[src/include/cca_pkg.sv]
/*
  Constants, register map and decision functions of the channel check block.
  Assumes one 250 MHz system clock shared by every user of this package.
*/
package cca_pkg;

  // ==========================================================================
  // Register map
  localparam logic [7:0] CCA_ADDR_STATUS  = 8'h01;  // Read-only state/status
  localparam logic [7:0] CCA_ADDR_CTRL    = 8'h08;  // Trigger, method, channel
  localparam logic [7:0] CCA_ADDR_THRES   = 8'h09;  // Energy threshold
  localparam logic [7:0] CCA_CTRL_RESET   = 8'h2b;  // Method 1, channel 11
  localparam logic [7:0] ENERGY_THRESHOLD_REGISTER_RESET  = 8'hc7;  // Threshold field 0x7
  localparam logic [7:0] CHANNEL_IDLE_FLAG_RESET = 8'h00;

  // ==========================================================================
  // Field positions
  localparam int CCA_BIT_TRIGGER  = 7;   // Control: trigger
  localparam int CCA_BIT_METH_HI  = 6;   // Control: method field 6:5
  localparam int CCA_BIT_METH_LO  = 5;
  localparam int CCA_BIT_CHAN_HI  = 4;   // Control: channel field 4:0
  localparam int CCA_BIT_COMPLETE = 7;   // Status: completion flag
  localparam int CCA_BIT_IDLE     = 6;   // Status: idle/busy flag

  // ==========================================================================
  // Method encodings
  localparam logic [1:0] CCA_METH_CS_OR  = 2'h0;
  localparam logic [1:0] CCA_METH_ENERGY = 2'h1;
  localparam logic [1:0] CCA_METH_CS     = 2'h2;
  localparam logic [1:0] CCA_METH_CS_AND = 2'h3;

  // ==========================================================================
  // Timing
  localparam int CCA_CLK_MHZ        = 250;  // Cycles per microsecond
  localparam int CCA_SYMBOL_US      = 16;   // One symbol period
  localparam int CCA_MEAS_US        = 128;  // Eight symbol periods
  localparam int CCA_RESULT_MAX_US  = 180;  // Latest readable result
  localparam int CCA_MEAS_CYCLES    = CCA_MEAS_US * CCA_CLK_MHZ;
  localparam int CCA_SHORT_CYCLES   = 2 * CCA_SYMBOL_US * CCA_CLK_MHZ;
  localparam int CCA_RESULT_CYCLES  = CCA_RESULT_MAX_US * CCA_CLK_MHZ;

  // Energy busy when level exceeds twice the threshold (2 dB per step)
  function automatic logic cca_energy_busy(input logic [7:0] level,
                                           input logic [3:0] thres);
    return level > {3'h0, thres, 1'b0};
  endfunction

  // Combine carrier and energy findings by method; returns busy
  function automatic logic cca_channel_busy(input logic [1:0] meth,
                                            input logic cs, input logic eb);
    logic b;
    b = 1'b0;
    unique case (meth)
      CCA_METH_CS_OR:  b = cs | eb;
      CCA_METH_ENERGY: b = eb;
      CCA_METH_CS:     b = cs;
      CCA_METH_CS_AND: b = cs & eb;
    endcase
    return b;
  endfunction

endpackage

[src/include/cca_meas_if.sv]
/*
  Link between the channel check controller and its measurement window.
  Assumes both ends run on the same clock.
*/
interface cca_meas_if;
  logic start;          // Open a window, one-cycle pulse
  logic energy_hit;     // Energy above threshold this cycle
  logic carrier_hit;    // Carrier detected this cycle
  logic done;           // Window ended, one-cycle pulse
  logic energy_seen;    // Energy found during the window
  logic carrier_seen;   // Carrier found during the window
  modport ctrl (output start, energy_hit, carrier_hit,
                input done, energy_seen, carrier_seen);
  modport meas (input start, energy_hit, carrier_hit,
                output done, energy_seen, carrier_seen);
endinterface

[src/rtl/cca_meas.sv]
/*
  Fixed-length measurement window that gathers energy and carrier hits.
  Assumes hits are sampled on clk_sys and start is ignored while running.
*/
module cca_meas
  import cca_pkg::*;
#(
  parameter int MEAS_CYCLES = CCA_MEAS_CYCLES
) (
  // Clock and reset
  input wire logic clk_sys,
  input wire logic rst,
  // Controller side
  cca_meas_if.meas m
);

  localparam int CW = $clog2(MEAS_CYCLES + 1);
  localparam logic [CW-1:0] LAST = CW'(MEAS_CYCLES - 1);

  logic          run_r;   // Window open
  logic [CW-1:0] cnt_r;   // Cycles elapsed in window
  logic          done_r;  // End pulse
  logic          eng_r;   // Energy accumulated
  logic          car_r;   // Carrier accumulated

  // ==========================================================================
  // Window timing
  always_ff @(posedge clk_sys) begin
    if (rst) begin
      run_r <= 1'b0;
      cnt_r <= '0;
    end else if (m.start && !run_r) begin
      run_r <= 1'b1;
      cnt_r <= '0;
    end else if (run_r) begin
      // Full window of eight symbol periods
      run_r <= (cnt_r != LAST);
      cnt_r <= cnt_r + CW'(1);
    end
  end

  // End pulse
  always_ff @(posedge clk_sys) begin
    if (rst) done_r <= 1'b0;
    else     done_r <= run_r && (cnt_r == LAST);
  end

  // ==========================================================================
  // Any hit in the window makes the finding sticky until next start
  always_ff @(posedge clk_sys) begin
    if (rst || (m.start && !run_r)) begin
      eng_r <= 1'b0;
      car_r <= 1'b0;
    end else if (run_r) begin
      eng_r <= eng_r | m.energy_hit;
      car_r <= car_r | m.carrier_hit;
    end
  end

  assign m.done         = done_r;
  assign m.energy_seen  = eng_r;
  assign m.carrier_seen = car_r;

  // Window stays open for at least eight cycles after a start
  property p_window_len;
    @(posedge clk_sys) disable iff (rst)
      (m.start && !run_r) |=> run_r [*8];
  endproperty
  a_window_len : assert property (p_window_len)
    else $error("measurement window closed early");

endmodule // cca_meas

[src/rtl/cca_top.sv]
/*
  Clear channel assessment: control/threshold registers, status flags,
  manual measurement sequencing and the automated per-frame energy window.
  Assumes the register port, receiver state and detector inputs all come
  from logic on clk_sys, so none of them is synchronised here.
*/
// How it works
// - Trigger write starts check in receive state
// - Eight-symbol window, result within 180 us
// - Every manual check pulses the done interrupt
// - Energy busy above twice threshold field
// - Trigger clears completion and idle flags
// - Completion set; idle flag reflects outcome
// - OR and carrier methods report busy on carrier; AND also needs energy
// - Method field selects OR/energy/carrier/AND
// - Invalid state still completes, no measurement
// - Trigger bit self-clears, reads zero
// - Busy receive: method 2 immediate, others wait for a running window
// - One automated energy window per frame
// - Host measures in listen; preamble detect off
// - Read-only status layout, resets zero
// - Control layout, reset method 1 channel 11
// - Threshold bits 3:0, reset 0x7
module cca_top
  import cca_pkg::*;
#(
  parameter int MEAS_CYCLES   = CCA_MEAS_CYCLES,   // Eight symbol window
  parameter int SHORT_CYCLES  = CCA_SHORT_CYCLES,  // Two symbol window
  parameter int RESULT_CYCLES = CCA_RESULT_CYCLES  // Latest result
) (
  // Clock and reset
  input  wire logic       clk_sys,
  input  wire logic       rst,
  // Register port
  input  wire logic       reg_wr,
  input  wire logic       reg_rd,
  input  wire logic [7:0] reg_addr,
  input  wire logic [7:0] reg_wdata,
  output logic      [7:0] reg_rdata,
  // Transceiver state
  input  wire logic [4:0] transceiver_state,
  input  wire logic       basic_mode,
  input  wire logic       rx_listen,
  input  wire logic       rx_busy,
  input  wire logic       high_rate,
  // Detectors
  input  wire logic [7:0] energy_level_result,
  input  wire logic       carrier_detect,
  input  wire logic       shr_detect,
  // Outputs
  output logic            measure_done_event,
  output logic      [4:0] channel_number
);

  typedef enum logic [1:0] {
    ST_IDLE    = 2'b00,  // Waiting for trigger
    ST_START   = 2'b01,  // Flags cleared, choose path
    ST_LISTEN  = 2'b10,  // Window running in listen state
    ST_WAIT_ED = 2'b11   // Waiting for automated energy window
  } cca_state_t;

  localparam int AW = $clog2(MEAS_CYCLES + 1);
  localparam int LW = $clog2(RESULT_CYCLES + 2);

  cca_meas_if mi ();

  cca_state_t    state_r, state_nxt;  // Sequencer
  logic    [7:0] ctrl_r;              // Method and channel, bit 7 unused
  logic    [7:0] thres_r;             // Threshold register
  logic          complete_r;          // Completion flag
  logic          idle_r;              // Idle/busy flag
  logic          irq_r;               // Done interrupt pulse
  logic    [7:0] rdata_r;             // Read data
  logic          req_ok_r;            // Request valid at trigger time
  logic          req_listen_r;        // Request made in listen state
  logic          auto_run_r;          // Automated window running
  logic          auto_used_r;         // Frame already measured
  logic          auto_hit_r;          // Automated window energy finding
  logic          auto_end_r;          // Automated window end pulse
  logic [AW-1:0] auto_cnt_r;          // Automated window counter
  logic [AW-1:0] auto_last_r;         // Length of running window - 1
  logic          fin, fin_busy;       // Finish now, with busy outcome
  logic          trig_wr;             // Accepted trigger write
  logic          energy_now;          // Energy above threshold now
  logic [LW-1:0] lat_r;               // Request age, checked below

  assign energy_now = cca_energy_busy(energy_level_result, thres_r[3:0]);
  // Triggers during a running check are ignored
  assign trig_wr = reg_wr && (reg_addr == CCA_ADDR_CTRL)
                   && reg_wdata[CCA_BIT_TRIGGER] && (state_r == ST_IDLE);

  assign mi.energy_hit  = energy_now;
  assign mi.carrier_hit = carrier_detect;
  assign mi.start       = (state_r == ST_START) && req_ok_r && req_listen_r;

  cca_meas #(.MEAS_CYCLES(MEAS_CYCLES)) u_meas (
    .clk_sys (clk_sys),
    .rst     (rst),
    .m       (mi)
  );

  // ==========================================================================
  // Register writes; the trigger bit is never stored
  always_ff @(posedge clk_sys) begin
    if (rst) begin
      ctrl_r  <= CCA_CTRL_RESET;
      thres_r <= ENERGY_THRESHOLD_REGISTER_RESET;
    end else if (reg_wr) begin
      if (reg_addr == CCA_ADDR_CTRL)
        ctrl_r <= {1'b0, reg_wdata[6:0]};
      if (reg_addr == CCA_ADDR_THRES)
        thres_r <= reg_wdata;
    end
  end

  assign channel_number = ctrl_r[CCA_BIT_CHAN_HI:0];

  // Registered read data; unmapped addresses read zero
  always_ff @(posedge clk_sys) begin
    if (rst) begin
      rdata_r <= 8'h00;
    end else if (reg_rd) begin
      unique case (reg_addr)
        CCA_ADDR_STATUS: rdata_r <= {complete_r, idle_r, 1'b0, transceiver_state};
        CCA_ADDR_CTRL:   rdata_r <= {1'b0, ctrl_r[6:0]};
        CCA_ADDR_THRES:  rdata_r <= thres_r;
        default:         rdata_r <= 8'h00;
      endcase
    end
  end

  assign reg_rdata = rdata_r;

  // ==========================================================================
  // Capture request conditions at the trigger write
  always_ff @(posedge clk_sys) begin
    if (rst) begin
      req_ok_r     <= 1'b0;
      req_listen_r <= 1'b0;
    end else if (trig_wr) begin
      // Extended mode or non-receive state gives an empty check
      req_ok_r     <= basic_mode && (rx_listen || rx_busy);
      // Listen state gets the full eight-symbol window
      req_listen_r <= rx_listen;
    end
  end

  // ==========================================================================
  // Automated energy window, once per frame after sync header
  always_ff @(posedge clk_sys) begin
    if (rst) begin
      auto_run_r  <= 1'b0;
      auto_used_r <= 1'b0;
      auto_hit_r  <= 1'b0;
      auto_end_r  <= 1'b0;
      auto_cnt_r  <= '0;
      auto_last_r <= '0;
    end else begin
      auto_end_r <= 1'b0;
      if (!rx_busy) begin
        auto_used_r <= 1'b0;  // Frame over, rearm
        auto_run_r  <= 1'b0;
      end else if (shr_detect && !auto_used_r) begin
        auto_used_r <= 1'b1;
        auto_run_r  <= 1'b1;
        auto_hit_r  <= energy_now;
        auto_cnt_r  <= '0;
        auto_last_r <= high_rate ? AW'(SHORT_CYCLES - 1) : AW'(MEAS_CYCLES - 1);
      end else if (auto_run_r) begin
        auto_hit_r <= auto_hit_r | energy_now;
        auto_cnt_r <= auto_cnt_r + AW'(1);
        if (auto_cnt_r == auto_last_r) begin
          auto_run_r <= 1'b0;
          auto_end_r <= 1'b1;
        end
      end
    end
  end

  // ==========================================================================
  // Sequencer decisions
  always_comb begin
    state_nxt = state_r;
    fin       = 1'b0;
    fin_busy  = 1'b0;
    unique case (state_r)
      ST_IDLE: begin
        if (trig_wr) state_nxt = ST_START;
      end
      ST_START: begin
        if (!req_ok_r) begin
          fin       = 1'b1;
          fin_busy  = 1'b1;
          state_nxt = ST_IDLE;
        end else if (req_listen_r) begin
          state_nxt = ST_LISTEN;
        end else if (ctrl_r[6:5] == CCA_METH_CS) begin
          fin       = 1'b1;
          fin_busy  = carrier_detect;
          state_nxt = ST_IDLE;
        end else if (auto_run_r) begin
          state_nxt = ST_WAIT_ED;
        end else begin
          fin       = 1'b1;
          fin_busy  = cca_channel_busy(ctrl_r[6:5], carrier_detect, auto_hit_r);
          state_nxt = ST_IDLE;
        end
      end
      ST_LISTEN: begin
        if (mi.done) begin
          fin       = 1'b1;
          fin_busy  = cca_channel_busy(ctrl_r[6:5], mi.carrier_seen, mi.energy_seen);
          state_nxt = ST_IDLE;
        end
      end
      ST_WAIT_ED: begin
        // Frame may end before the window; finish with what was gathered
        if (auto_end_r || !auto_run_r) begin
          fin       = 1'b1;
          fin_busy  = cca_channel_busy(ctrl_r[6:5], carrier_detect, auto_hit_r);
          state_nxt = ST_IDLE;
        end
      end
    endcase
  end

  always_ff @(posedge clk_sys) begin
    if (rst) state_r <= ST_IDLE;
    else     state_r <= state_nxt;
  end

  // ==========================================================================
  // Status flags and interrupt; triggers only land in idle, so never collide
  always_ff @(posedge clk_sys) begin
    if (rst) begin
      complete_r <= CHANNEL_IDLE_FLAG_RESET[CCA_BIT_COMPLETE];
      idle_r     <= CHANNEL_IDLE_FLAG_RESET[CCA_BIT_IDLE];
      irq_r      <= 1'b0;
    end else begin
      irq_r <= fin;
      if (trig_wr) begin
        complete_r <= 1'b0;
        idle_r     <= 1'b0;
      end else if (fin) begin  // Set once, then held to next trigger
        complete_r <= 1'b1;
        idle_r     <= !fin_busy;
      end
    end
  end

  assign measure_done_event = irq_r;

  // Request age for the latency check
  always_ff @(posedge clk_sys) begin
    if (rst || state_r == ST_IDLE) lat_r <= '0;
    else                           lat_r <= lat_r + LW'(1);
  end

  // ==========================================================================
  // Checks
  property p_clear;
    @(posedge clk_sys) disable iff (rst)
      trig_wr |=> !complete_r && !idle_r;
  endproperty
  a_clear : assert property (p_clear)
    else $error("flags not cleared by trigger");

  property p_irq;
    @(posedge clk_sys) disable iff (rst)
      $rose(complete_r) |-> measure_done_event ##1 !measure_done_event;
  endproperty
  a_irq : assert property (p_irq)
    else $error("done interrupt not one pulse at completion");

  property p_reject;
    @(posedge clk_sys) disable iff (rst)
      (trig_wr && !basic_mode) |-> ##2 complete_r && !idle_r && measure_done_event;
  endproperty
  a_reject : assert property (p_reject)
    else $error("invalid request not completed");

  property p_trig_reads_zero;
    @(posedge clk_sys) disable iff (rst)
      (reg_rd && reg_addr == CCA_ADDR_CTRL) |=> !reg_rdata[CCA_BIT_TRIGGER];
  endproperty
  a_trig_reads_zero : assert property (p_trig_reads_zero)
    else $error("trigger bit read back as one");

  property p_latency;
    @(posedge clk_sys) disable iff (rst)
      lat_r <= LW'(RESULT_CYCLES);
  endproperty
  a_latency : assert property (p_latency)
    else $error("result later than allowed");

  property p_hold;
    @(posedge clk_sys) disable iff (rst)
      (complete_r && !trig_wr) |=> $stable(complete_r) && $stable(idle_r);
  endproperty
  a_hold : assert property (p_hold)
    else $error("status flags changed without trigger");

  property p_method2_fast;
    @(posedge clk_sys) disable iff (rst)
      (trig_wr && basic_mode && rx_busy && !rx_listen
       && reg_wdata[CCA_BIT_METH_HI:CCA_BIT_METH_LO] == CCA_METH_CS) |-> ##2 complete_r;
  endproperty
  a_method2_fast : assert property (p_method2_fast)
    else $error("carrier-only check not immediate");

  property p_status_read;
    @(posedge clk_sys) disable iff (rst)
      (reg_rd && reg_addr == CCA_ADDR_STATUS) |=>
        reg_rdata == {$past(complete_r), $past(idle_r), 1'b0, $past(transceiver_state)};
  endproperty
  a_status_read : assert property (p_status_read)
    else $error("status register layout wrong");

endmodule // cca_top

[config.mk]
export PLATFORM = sky130hd
export DESIGN_NAME = cca_top
export DESIGN_NICKNAME = d
export VERILOG_FILES = /design/src/include/cca_pkg.sv /design/src/include/cca_meas_if.sv /design/src/rtl/cca_meas.sv /design/src/rtl/cca_top.sv
export SDC_FILE = /design/constraint.sdc
export NUM_CORES = 1
export LEC_CHECK = 0
export BUFFER_PORTS_ARGS = -buffer_cell sky130_fd_sc_hd__buf_2
export CAP_MARGIN = 5
export CORE_UTILIZATION = 30
export CTS_BUF_LIST = sky130_fd_sc_hd__clkbuf_4 sky130_fd_sc_hd__clkbuf_8
export DETAILED_ROUTE_END_ITERATION = 8
export GPL_ROUTABILITY_DRIVEN = 0
export SYNTH_ARGS = -nofsm -noshare
export SYNTH_HDL_FRONTEND = slang
export SYNTH_HIERARCHICAL = 1
export SYNTH_SLANG_ARGS = --single-unit
[constraint.sdc]
create_clock -name clk_sys -period 3.1 [get_ports clk_sys]
set_input_delay 0.465 -clock clk_sys [delete_from_list [all_inputs] [get_ports clk_sys]]
set_output_delay 0.465 -clock clk_sys [all_outputs]
set_load 0.1 [all_outputs]
==> flow_metrics.py, run 1 <==
metrics = {
    "run_status": {
        "status": "complete, no violations",
    },
    "flow_run": {
        "cap_violations": 0,
    },
    "synthesis": {
        "syn_avg_cell_area_um2": 8.85,
        "ys_async_sr_fraction_pct": 0,
        "synth_top_area_cell": "dfxtp_1",
        "synth_seq_area_share_pct": 40.8,
        "syn-num-nets": 439,
        "yosys-mux-area-fraction_pct": 7.43,
        "synthTopCellsByCount": "71 x dfxtp_1, 43 x nor2_1, 32 x a21oi_1, 18 x mux2i_1, 18 x nand2_1",
        "ys_warn_count": 6,
        "post-synth-top-count-cell": "dfxtp_1",
        "synth_simple_gate_area_share_pct": 24.7,
        "synth_fa_ha_area_share_pct": 2.15,
        "synthTopCellsByArea": "dfxtp_1 41%, mux2i_1 5.2%, nor2_1 4.6%, a21oi_1 4.6%, nor2b_1 2.7%",
        "synth-edff-count": 0,
        "synth.distinct_cells": 53,
        "yosysTopAreaCellShare_pct": 40.8,
        "syn-cell-area_mm2": 0.00349,
        "synth_compound_area_share_pct": 16.2,
        "synth_ff_type": "dfxtp_1",
        "synth_top_family_by_area": "simple AND/OR/NAND/NOR gates",
        "ys_seq_elements": 71,
        "synth-xor-area-share_pct": 3.52,
        "synthCells": 394,
    },
    "power_and_ir_drop": {
        "pwr-share-seq_pct": 53.9,
        "power_switching_share_pct": 23.3,
        "power_frac_clock_pct": 39.9,
        "p_int_uw": 1310,
        "switching_power_uw": 399,
        "peakVddDrop_uv": 192,
        "combPwrFrac_pct": 6.3,
        "finalPower_uw": 1710,
        "p_leak_uw": 0.00157,
        "powerDensity_mw_per_mm2": 428,
    },
    "cells_and_area": {
        "n_antenna_cell": 0,
        "nets": 484,
        "drive_above_1_share_pct": 19.8,
        "syn2layout_area_growth_pct": 14.8,
        "fillers": 1142,
    },
    "clock_tree": {
        "cts_tree": "built",
        "numClockSinks": 71,
        "numCtsBuffers": 9,
        "h-tree-depth": 3,
        "postCtsSetupBuffers": 0,
        "holdBufCountCts": 0,
        "cts.clk_slew.worst_paths_ps": 70,
        "cts_resized": 0,
        "insertion_delay_ps": 340,
        "cts_root_buf": "clkbuf_8",
        "ctsLongestPathBuffers": 2,
    },
    "worst_hold_path": {
        "hold_start": "reg_wdata[3]",
        "min_path_type": "in -> reg",
    },
    "timing": {
        "hold_violations": 0,
        "skew_ps": 7.78,
        "relSlewSlack_pct": 58.8,
        "max_freq_mhz": 550,
        "period_share_pct": 58.7,
        "slew_violations": 0,
        "holdWs_ps": 350,
        "rsz0062_at_grt": "no",
        "post-route-min-period_ps": 1820,
        "finalSetupTns_ps": 0,
        "worst_pin_slew_ps": 617,
        "setup_viol": 0,
    },
    "floorplanning": {
        "fp.dieH_um": 110,
        "die_w_um": 110,
        "die_area_mm2": 0.0121,
        "coreArea_mm2": 0.0111,
        "rows": 38,
        "start_util_pct": 31.5,
        "io_pins": 53,
    },
    "setup_path": {
        "startpoint": "thres_r[1]$_SDFFE_PP1P_",
        "critPathCaptureType": "register",
        "path_max_fanout": 3,
        "startpoint_type": "register",
        "path_class": "reg -> reg",
        "r2r_start": "thres_r[1]$_SDFFE_PP1P_",
        "cp.required_ps": 3330,
        "arrival_ps": 2050,
    },
    "grt": {
        "track_usage_pct": 13.8,
        "grt_pass1_vias": 2661,
        "antenna_found_initial": 0,
        "grt_max_degree": 40,
        "grt-ovfl-total": 0,
        "grt_pass1_wl_mm": 13.0,
    },
    "routing": {
        "drt_iter0_markers": 158,
        "vias": 2878,
        "wl_per_cell_um": 13.4,
        "first_pass_iters": 4,
        "drcViolationCount": 0,
        "drt-total-wl_mm": 7.83,
        "ant_nets": 0,
        "viasPerCell": 4.93,
    },
    "place": {
        "dp_hpwl_mm": 5.79,
        "port_buffers": 52,
    },
}
-- path summary, 6_finish.rpt --
path	endpoint	slack, ps	cells past startpoint
max	u_meas/m.energy_seen$_SDFFE_PP0P_	1280	8
max reg2reg	u_meas/m.energy_seen$_SDFFE_PP0P_	1280	8
min	ctrl_r[3]$_SDFFE_PP1N_	350	2
min reg2reg	complete_r$_SDFFE_PP0P_	460	2
-- through the flow --
step	instance area [um2]	utilization [%]	cells	setup WS (ps)
2_1_floorplan	3490	-	394	1320
3_3_place_gp	3820	34.4	568	1050
3_5_place_dp	3820	34.4	568	956
4_1_cts	4000	36.1	584	1260
5_1_grt	4000	36.1	584	1150
6_report	4000	36.1	584	1280
-- cell usage in the layout (no fill, tap or decap), types with 3 or more instances in the layout --
cell       synthesis  layout
a22o_1             6       6
a211o_1            9       9
nor2b_1           15      15
nand3_1           11      11
buf_2              5      52
nand2_1           18      18
o211ai_1           5       5
or3_1              6       6
mux2_2             7       7
and2_1             3       3
xor2_1             8       8
nor3_1             7       7
nor2_1            43      43
nand4_1            9       9
dfxtp_1           71      71
a21oi_1           32      32
clkbuf_8           0      11
or4_1              5       5
inv_1             17      17
o31ai_1            4       4
nor4_1             7       7
nand2b_1          13      13
o21ai_0           14      14
and3_1             5       5
o2111ai_1          4       4
mux2i_1           18      18
a2bb2oi_1          3       3
ha_1               6       6
xnor2_1            6       6
-- power by group through the flow --
stage,logic [uW],registers (uW),clock network [uW]
finish,107,922,683
global route,119,923,747
CTS,109,922,714
detailed placement,108,943,0
global placement,107,943,0
floorplan,66.0,942,0
-- flip-flops by register name, summed over array words and instances, names as in the netlist --
| name | count |
|---|---|
| auto_cnt_r | 15 |
| auto_end_r | 1 |
| auto_hit_r | 1 |
| auto_last_r | 3 |
| auto_run_r | 1 |
| auto_used_r | 1 |
| complete_r | 1 |
| ctrl_r | 7 |
| idle_r | 1 |
| measure_done_event | 1 |
| reg_rdata | 8 |
| req_listen_r | 1 |
| req_ok_r | 1 |
| state_r | 2 |
| thres_r | 8 |
| u_meas/cnt_r | 15 |
| u_meas/m.carrier_seen | 1 |
| u_meas/m.done | 1 |
| u_meas/m.energy_seen | 1 |
| u_meas/run_r | 1 |
-- per-layer routing --
layer,share of wire (%),track usage (%)
met1,47,17.8
met3,3.1,3.79
met5,0,0
met4,0.54,4.29
met2,49,22.2
-- cells by family (layout without fill, tap and decap cells) --
group	count (synthesis)	count (layout)
buf+inv	37	87
simple gates	156	156
mux	25	25
compound gates	85	85
fa+ha+maj	6	6
flops	71	71
xor+xnor	14	14
-- critical path: stages, from the launching register on --
cell and delay [ps]:
dfxtp_1 370, inv_1 60, ha_1 280, nor2b_1 130
o21ai_0 140, a21oi_1 70, or4_1 450, a21oi_1 170
nor2_1 50
-- final cells by class --
class	count	area [um2]	share of cell area [%]
Clock buffer	13	166	4.16
Clock inverter	3	17.5	0.438
Inverter	17	63.8	1.60
Multi-Input combinational cell	286	1880	47.0
Sequential cell	71	1420	35.5
Tap cell	140	175	4.38
Timing Repair Buffer	54	275	6.88
Note: power is estimated with default switching activity, not from simulation.
==> run 2: changes to the inputs <==
Settings changed: ABC_AREA set to 1.
Clock period 3.1 ns to 1.75 ns, I/O delays scaled along.
==> run 2 against run 1 <==
Non-clock buffer count is 3 higher. Register-to-register slack got worse by 1100 ps. Synthesized cell count grew 37%. Worst setup slack worse by 1100 ps. Clock skew rose by 2.2 ps. Global-route usage increased by 0.96 points.
==> flow_metrics.py, run 2 <==
metrics = {
    "setup_path": {
        "startpoint_type": "register",
        "cp_slowest_cell": "dfxtp_1",
        "critPathCaptureType": "register",
        "max_stage_delay_ps": 350,
        "arrival_ps": 1770,
        "reg2regPathDepth": 7,
        "cp.required_ps": 1990,
        "path_class": "reg -> reg",
        "reg2reg_slack_ps": 220,
        "r2r_end": "u_meas/cnt_r[0]$_SDFFE_PP0P_",
        "crit_path_end": "u_meas/cnt_r[0]$_SDFFE_PP0P_",
        "path_max_fanout": 12,
        "startpoint": "state_r[0]$_SDFFE_PP0P_",
        "r2r_start": "state_r[0]$_SDFFE_PP0P_",
        "path_cells": "inv_1 > nor2_1 > nand2_1 > nor2_1 > a21oi_4 > inv_1 > nor3b_1",
    },
    "synthesis": {
        "syn-cell-area_mm2": 0.00371,
        "synthTopCellsByCount": "145 x nand2_1, 71 x dfxtp_1, 61 x nor2_1, 56 x inv_1, 44 x nand3_1",
        "ys_seq_elements": 71,
        "synth.distinct_cells": 40,
        "post-synth-top-count-cell": "nand2_1",
        "ys_async_sr_fraction_pct": 0,
        "syn-num-nets": 585,
        "synth_top_area_cell": "dfxtp_1",
        "yosysTopAreaCellShare_pct": 38.3,
        "ys_warn_count": 6,
        "synthCells": 540,
        "synth_seq_area_share_pct": 38.3,
        "syn_avg_cell_area_um2": 6.88,
        "synth-edff-count": 0,
        "synthTopCellsByArea": "dfxtp_1 38%, nand2_1 15%, nor2_1 6.2%, nand3_1 5.9%, a21oi_1 5.8%",
        "synth_ff_type": "dfxtp_1",
    },
    "timing": {
        "skew_ps": 10.0,
        "max_freq_mhz": 653,
        "post-route-min-period_ps": 1530,
        "period_share_pct": 87.5,
        "worst_pin_slew_ps": 489,
        "hold_violations": 0,
        "finalSetupTns_ps": 0,
        "relSlewSlack_pct": 67.6,
        "rsz0062_at_grt": "no",
        "setup_viol": 0,
        "slew_violations": 0,
    },
    "cells_and_area": {
        "most-common-layout-cells": "145 x nand2_1, 71 x dfxtp_1, 61 x nor2_1",
        "final_common_cell": "nand2_1",
        "drive_above_1_share_pct": 18.1,
        "top_regs": "auto_cnt_r x15, u_meas/cnt_r x15",
        "syn2layout_area_growth_pct": 16.2,
        "nets": 638,
    },
    "worst_hold_path": {
        "min_path_type": "in -> reg",
    },
    "clock_tree": {
        "insertion_delay_ps": 350,
        "cts.clk_slew.worst_paths_ps": 80,
        "numCtsBuffers": 9,
        "h-tree-depth": 3,
        "cts_root_buf": "clkbuf_8",
        "numClockSinks": 71,
        "postCtsSetupBuffers": 0,
        "ctsLongestPathBuffers": 2,
        "cts_tree": "built",
        "holdBufCountCts": 0,
    },
    "routing": {
        "wl_per_cell_um": 11.3,
        "drt_iter0_markers": 110,
        "drt-total-wl_mm": 8.67,
        "ant_nets": 0,
        "vias": 3490,
        "viasPerCell": 4.55,
        "drcViolationCount": 0,
        "first_pass_iters": 4,
    },
    "run_status": {
        "status": "complete, no violations",
    },
    "flow_run": {
        "cap_violations": 0,
    },
    "floorplanning": {
        "coreArea_mm2": 0.0121,
        "io_pins": 53,
        "fp.dieH_um": 113,
        "die_w_um": 113,
        "start_util_pct": 30.8,
        "die_area_mm2": 0.0128,
        "rows": 40,
    },
    "power_and_ir_drop": {
        "finalPower_uw": 3080,
        "powerDensity_mw_per_mm2": 715,
        "p_leak_uw": 0.00187,
        "peakVddDrop_uv": 271,
    },
    "grt": {
        "grt_pass1_wl_mm": 15.0,
        "track_usage_pct": 14.8,
        "grt-ovfl-total": 0,
        "grt_max_degree": 21,
        "grt_pass1_vias": 3346,
        "antenna_found_initial": 0,
    },
    "place": {
        "dp_hpwl_mm": 6.66,
        "port_buffers": 52,
    },
}
-- run 2: cell types whose count changed in the layout (fill, tap and decap cells not counted), moves of 9 or more --
cell,delta
a21oi_1,+11
mux2i_1,-18
nand3_1,+33
nor2b_1,-15
nand2_1,+127
inv_1,+39
nand2b_1,-13
a211o_1,-9
nor2_1,+18
-- run 2: cells by family (layout without fill, tap and decap cells) --
kind of cell,after synthesis,in the layout,share of synthesized area (%)
simple gates,297,297,36.9
other cells,0,1,0
flops,71,71,38.3
buf+inv,78,136,9.43
compound gates,82,82,12.0
xor+xnor,6,6,1.41
fa+ha+maj,6,6,2.02
-- run 2: report_power, final --
group          internal (uW)  switching, uW  leakage (uW)
clock network            619            591     0.0000963
registers               1630           8.58      0.000573
logic                   85.6            154       0.00120
total                   2330            754       0.00187
-- run 2: worst min-delay path by stage --
stage	from	cells after the start	end
2_1_floorplan	rst	1	u_meas/m.done$_SDFF_PP0_
3_3_place_gp	complete_r$_SDFFE_PP0P_	2	complete_r$_SDFFE_PP0P_
3_5_place_dp	complete_r$_SDFFE_PP0P_	2	complete_r$_SDFFE_PP0P_
4_1_cts	reg_wdata[1]	3	ctrl_r[1]$_SDFFE_PP1N_
5_1_grt	reg_wdata[1]	3	ctrl_r[1]$_SDFFE_PP1N_
6_report	reg_wdata[0]	3	ctrl_r[0]$_SDFFE_PP1N_
-- run 2: stage by stage --
stage	hold slack, ps	setup WS, ps	util [%]	area, um2	cells
after floorplan	335	412	-	3710	540
after global placement	440	222	34.2	4120	750
after detailed placement	440	84.3	34.2	4120	750
after CTS	116	95.5	35.7	4310	766
after global routing	130	2.95	35.8	4310	766
final	129	219	35.8	4320	767
-- run 2: worst max-delay path, delay by kind of cell, from the launching register on --
kind | cells | cell delay (ps)
buf+inv | 2 | 280
compound gates | 1 | 150
flops | 1 | 350
simple gates | 4 | 650
-- run 2: routing by layer --
| layer | wire length [um] | part of all wire (%) | GRT usage, % | up-vias |
|---|---|---|---|---|
| li1 | - | - | - | 1851 |
| met1 | 4050 | 47 | 17.5 | 1572 |
| met2 | 4120 | 48 | 25.1 | 56 |
| met3 | 360 | 4.2 | 2.79 | 11 |
| met4 | 138 | 1.6 | 8.16 | 0 |
| met5 | 0 | 0 | 0 | - |
-- run 2: timing repair --
action	CTS	global route
gates resized for setup	0	2
setup endpoints to repair	0	5
hold endpoints to repair	0	0
-- run 2: area by class of cell --
class / instances / area (um2)
Clock buffer: 13 / 166
Inverter: 63 / 249
Timing Repair Buffer: 57 / 298
Fill cell: 1279 / 7750
Sequential cell: 71 / 1420
Tap cell: 168 / 210
Multi-Input combinational cell: 391 / 1950
Clock inverter: 3 / 17.5
Antenna cell: 1 / 2.50
==> run 3: changes to the inputs <==
Settings changed: REMOVE_ABC_BUFFERS set to 1.
==> run 3 against run 2 <==
Sequential cell count stayed put. Critical path depth stayed put. Sequential power hardly changed. Clock skew is 0.54 ps higher. Cell area is 1.5% higher. Fmax is 0.27% lower. Wire length is 1.5% lower. Critical endpoint is now u_meas/cnt_r[9]$_SDFFE_PP0P_. Highest routed layer unchanged.
==> flow_metrics.py, run 3 (same netlist as run 2, synthesis figures left out) <==
metrics = {
    "routing": {
        "drt-total-wl_mm": 8.55,
        "met2WireLength_mm": 4.14,
        "routed.top_layer": "met4",
        "wl_per_cell_um": 11.2,
        "vias": 3465,
        "ant_nets": 0,
        "drcViolationCount": 0,
        "viasPerCell": 4.52,
        "route.met3.wl_um": 302,
        "first_pass_iters": 4,
        "drt_iter0_markers": 211,
        "routedLengthMet1_mm": 3.95,
    },
    "power_and_ir_drop": {
        "switching_power_uw": 754,
        "p_leak_uw": 0.00190,
        "power_switching_share_pct": 21.5,
        "pwr-share-seq_pct": 46.7,
        "combPwrFrac_pct": 6.8,
        "powerDensity_mw_per_mm2": 799,
        "power_frac_clock_pct": 46.5,
        "peakVddDrop_uv": 411,
        "p_int_uw": 2750,
    },
    "place": {
        "pre_cts_ws_ps": 131,
        "dp_hpwl_mm": 6.53,
        "port_buffers": 52,
        "place_area_mm2": 0.00412,
    },
    "floorplanning": {
        "die_w_um": 113,
        "coreArea_mm2": 0.0121,
        "fp.dieH_um": 113,
        "start_util_pct": 30.8,
        "die_area_mm2": 0.0128,
        "rows": 40,
        "io_pins": 53,
    },
    "flow_run": {
        "cap_violations": 0,
    },
    "setup_path": {
        "startpoint_type": "register",
        "r2r_end": "u_meas/cnt_r[9]$_SDFFE_PP0P_",
        "reg2regPathDepth": 7,
        "critPathCaptureType": "register",
        "r2r_start": "state_r[0]$_SDFFE_PP0P_",
        "cp.required_ps": 1990,
        "reg2reg_slack_ps": 210,
        "arrival_ps": 1770,
        "path_class": "reg -> reg",
        "path_max_fanout": 12,
    },
    "timing": {
        "finalSetupTns_ps": 0,
        "rsz0062_at_grt": "no",
        "skew_ps": 10.5,
        "setup_viol": 0,
        "relSlewSlack_pct": 67.4,
        "hold_violations": 0,
        "period_share_pct": 87.7,
        "worst_pin_slew_ps": 493,
        "holdWs_ps": 123,
        "post-route-min-period_ps": 1540,
        "slew_violations": 0,
        "max_freq_mhz": 651,
        "worst_slack_ps": 215,
    },
    "worst_hold_path": {
        "hold-path-cell-count": 3,
        "hold_start": "reg_wdata[1]",
        "min_path_type": "in -> reg",
        "min_to": "ctrl_r[1]$_SDFFE_PP1N_",
    },
    "grt": {
        "grt_pass1_wl_mm": 14.6,
        "grt_max_degree": 21,
        "antenna_found_initial": 0,
        "track_usage_pct": 14.3,
        "grt_pass1_vias": 3174,
        "grt-ovfl-total": 0,
    },
    "cells_and_area": {
        "final_area_mm2": 0.00438,
        "most-common-layout-cells": "145 x nand2_1, 71 x dfxtp_1, 61 x nor2_1",
        "top_regs": "auto_cnt_r x15, u_meas/cnt_r x15",
        "syn2layout_area_growth_pct": 17.9,
        "drive_above_1_share_pct": 18.1,
        "final_common_cell": "nand2_1",
        "n_antenna_cell": 0,
        "nets": 638,
        "fillers": 1268,
    },
    "clock_tree": {
        "h-tree-depth": 3,
        "cts_tree": "built",
        "ctsLongestPathBuffers": 2,
        "holdBufCountCts": 0,
        "cts_root_buf": "clkbuf_8",
        "insertion_delay_ps": 350,
        "postCtsSetupBuffers": 0,
        "numClockSinks": 71,
        "cts.clk_slew.worst_paths_ps": 70,
        "numCtsBuffers": 9,
    },
    "run_status": {
        "status": "complete, no violations",
    },
}
## run 3: cell count changes in the layout (fill, tap and decap cells not counted), sizes merged
cell,change
diode,-1
clkinv,-2
bufinv,+3
clkinvlp,-1
## run 3: what timing repair did
action                                  in CTS  in global routing
hold endpoints to repair                     0                  0
endpoints found under the setup margin       0                  4
resized for setup                            0                  1
## run 3: per-stage QoR
stage	util [%]	power, uW	cells
6_report	36.3	3500	766
5_1_grt	36.3	3650	766
4_1_cts	36.2	3540	766
3_5_place_dp	34.2	1910	750
3_3_place_gp	34.2	1900	750
2_1_floorplan	-	1800	525
## run 3: worst max path at each step
stage	start	end	slack, ps	depth (start not counted)
finish	state_r[0]$_SDFFE_PP0P_	u_meas/cnt_r[9]$_SDFFE_PP0P_	210	7
global route	state_r[0]$_SDFFE_PP0P_	u_meas/cnt_r[9]$_SDFFE_PP0P_	10	7
CTS	state_r[1]$_SDFFE_PP0P_	u_meas/cnt_r[0]$_SDFFE_PP0P_	120	6
detailed placement	state_r[1]$_SDFFE_PP0P_	u_meas/cnt_r[0]$_SDFFE_PP0P_	130	6
global placement	state_r[1]$_SDFFE_PP0P_	u_meas/cnt_r[0]$_SDFFE_PP0P_	190	6
floorplan	ctrl_r[2]$_SDFFE_PP0N_	reg_rdata[2]$_SDFFE_PP0P_	390	4
## run 3: layer usage
layer | up-vias | track usage (%)
met5 | - | 0
met4 | 0 | 5.79
met3 | 10 | 3.16
met2 | 66 | 24.7
met1 | 1544 | 17.1
li1 | 1845 | -
## run 3: power by group through the flow
stage          clock network (uW)  registers, uW  logic (uW)
2_1_floorplan                   0           1680         119
3_3_place_gp                    0           1670         233
3_5_place_dp                    0           1670         238
4_1_cts                      1660           1630         239
5_1_grt                      1750           1640         270
6_report                     1630           1630         238
## run 3: worst max-delay path: stages, from the launching register on
cell,delay [ps]
dfxtp_1,350
inv_1,80
nor2_1,230
nand2_1,110
nor2_1,240
a21oi_4,150
inv_1,180
nor2_1,80
## run 3: final cells by class
class	count	area, um2	share of cell area, %
inverters	63	249	5.69
multi-input cells	391	1950	44.5
flip-flops and latches	71	1420	32.5
well taps	168	210	4.80
repair buffers	57	298	6.80
clock inverters	3	90.1	2.06
clock buffers	13	160	3.66
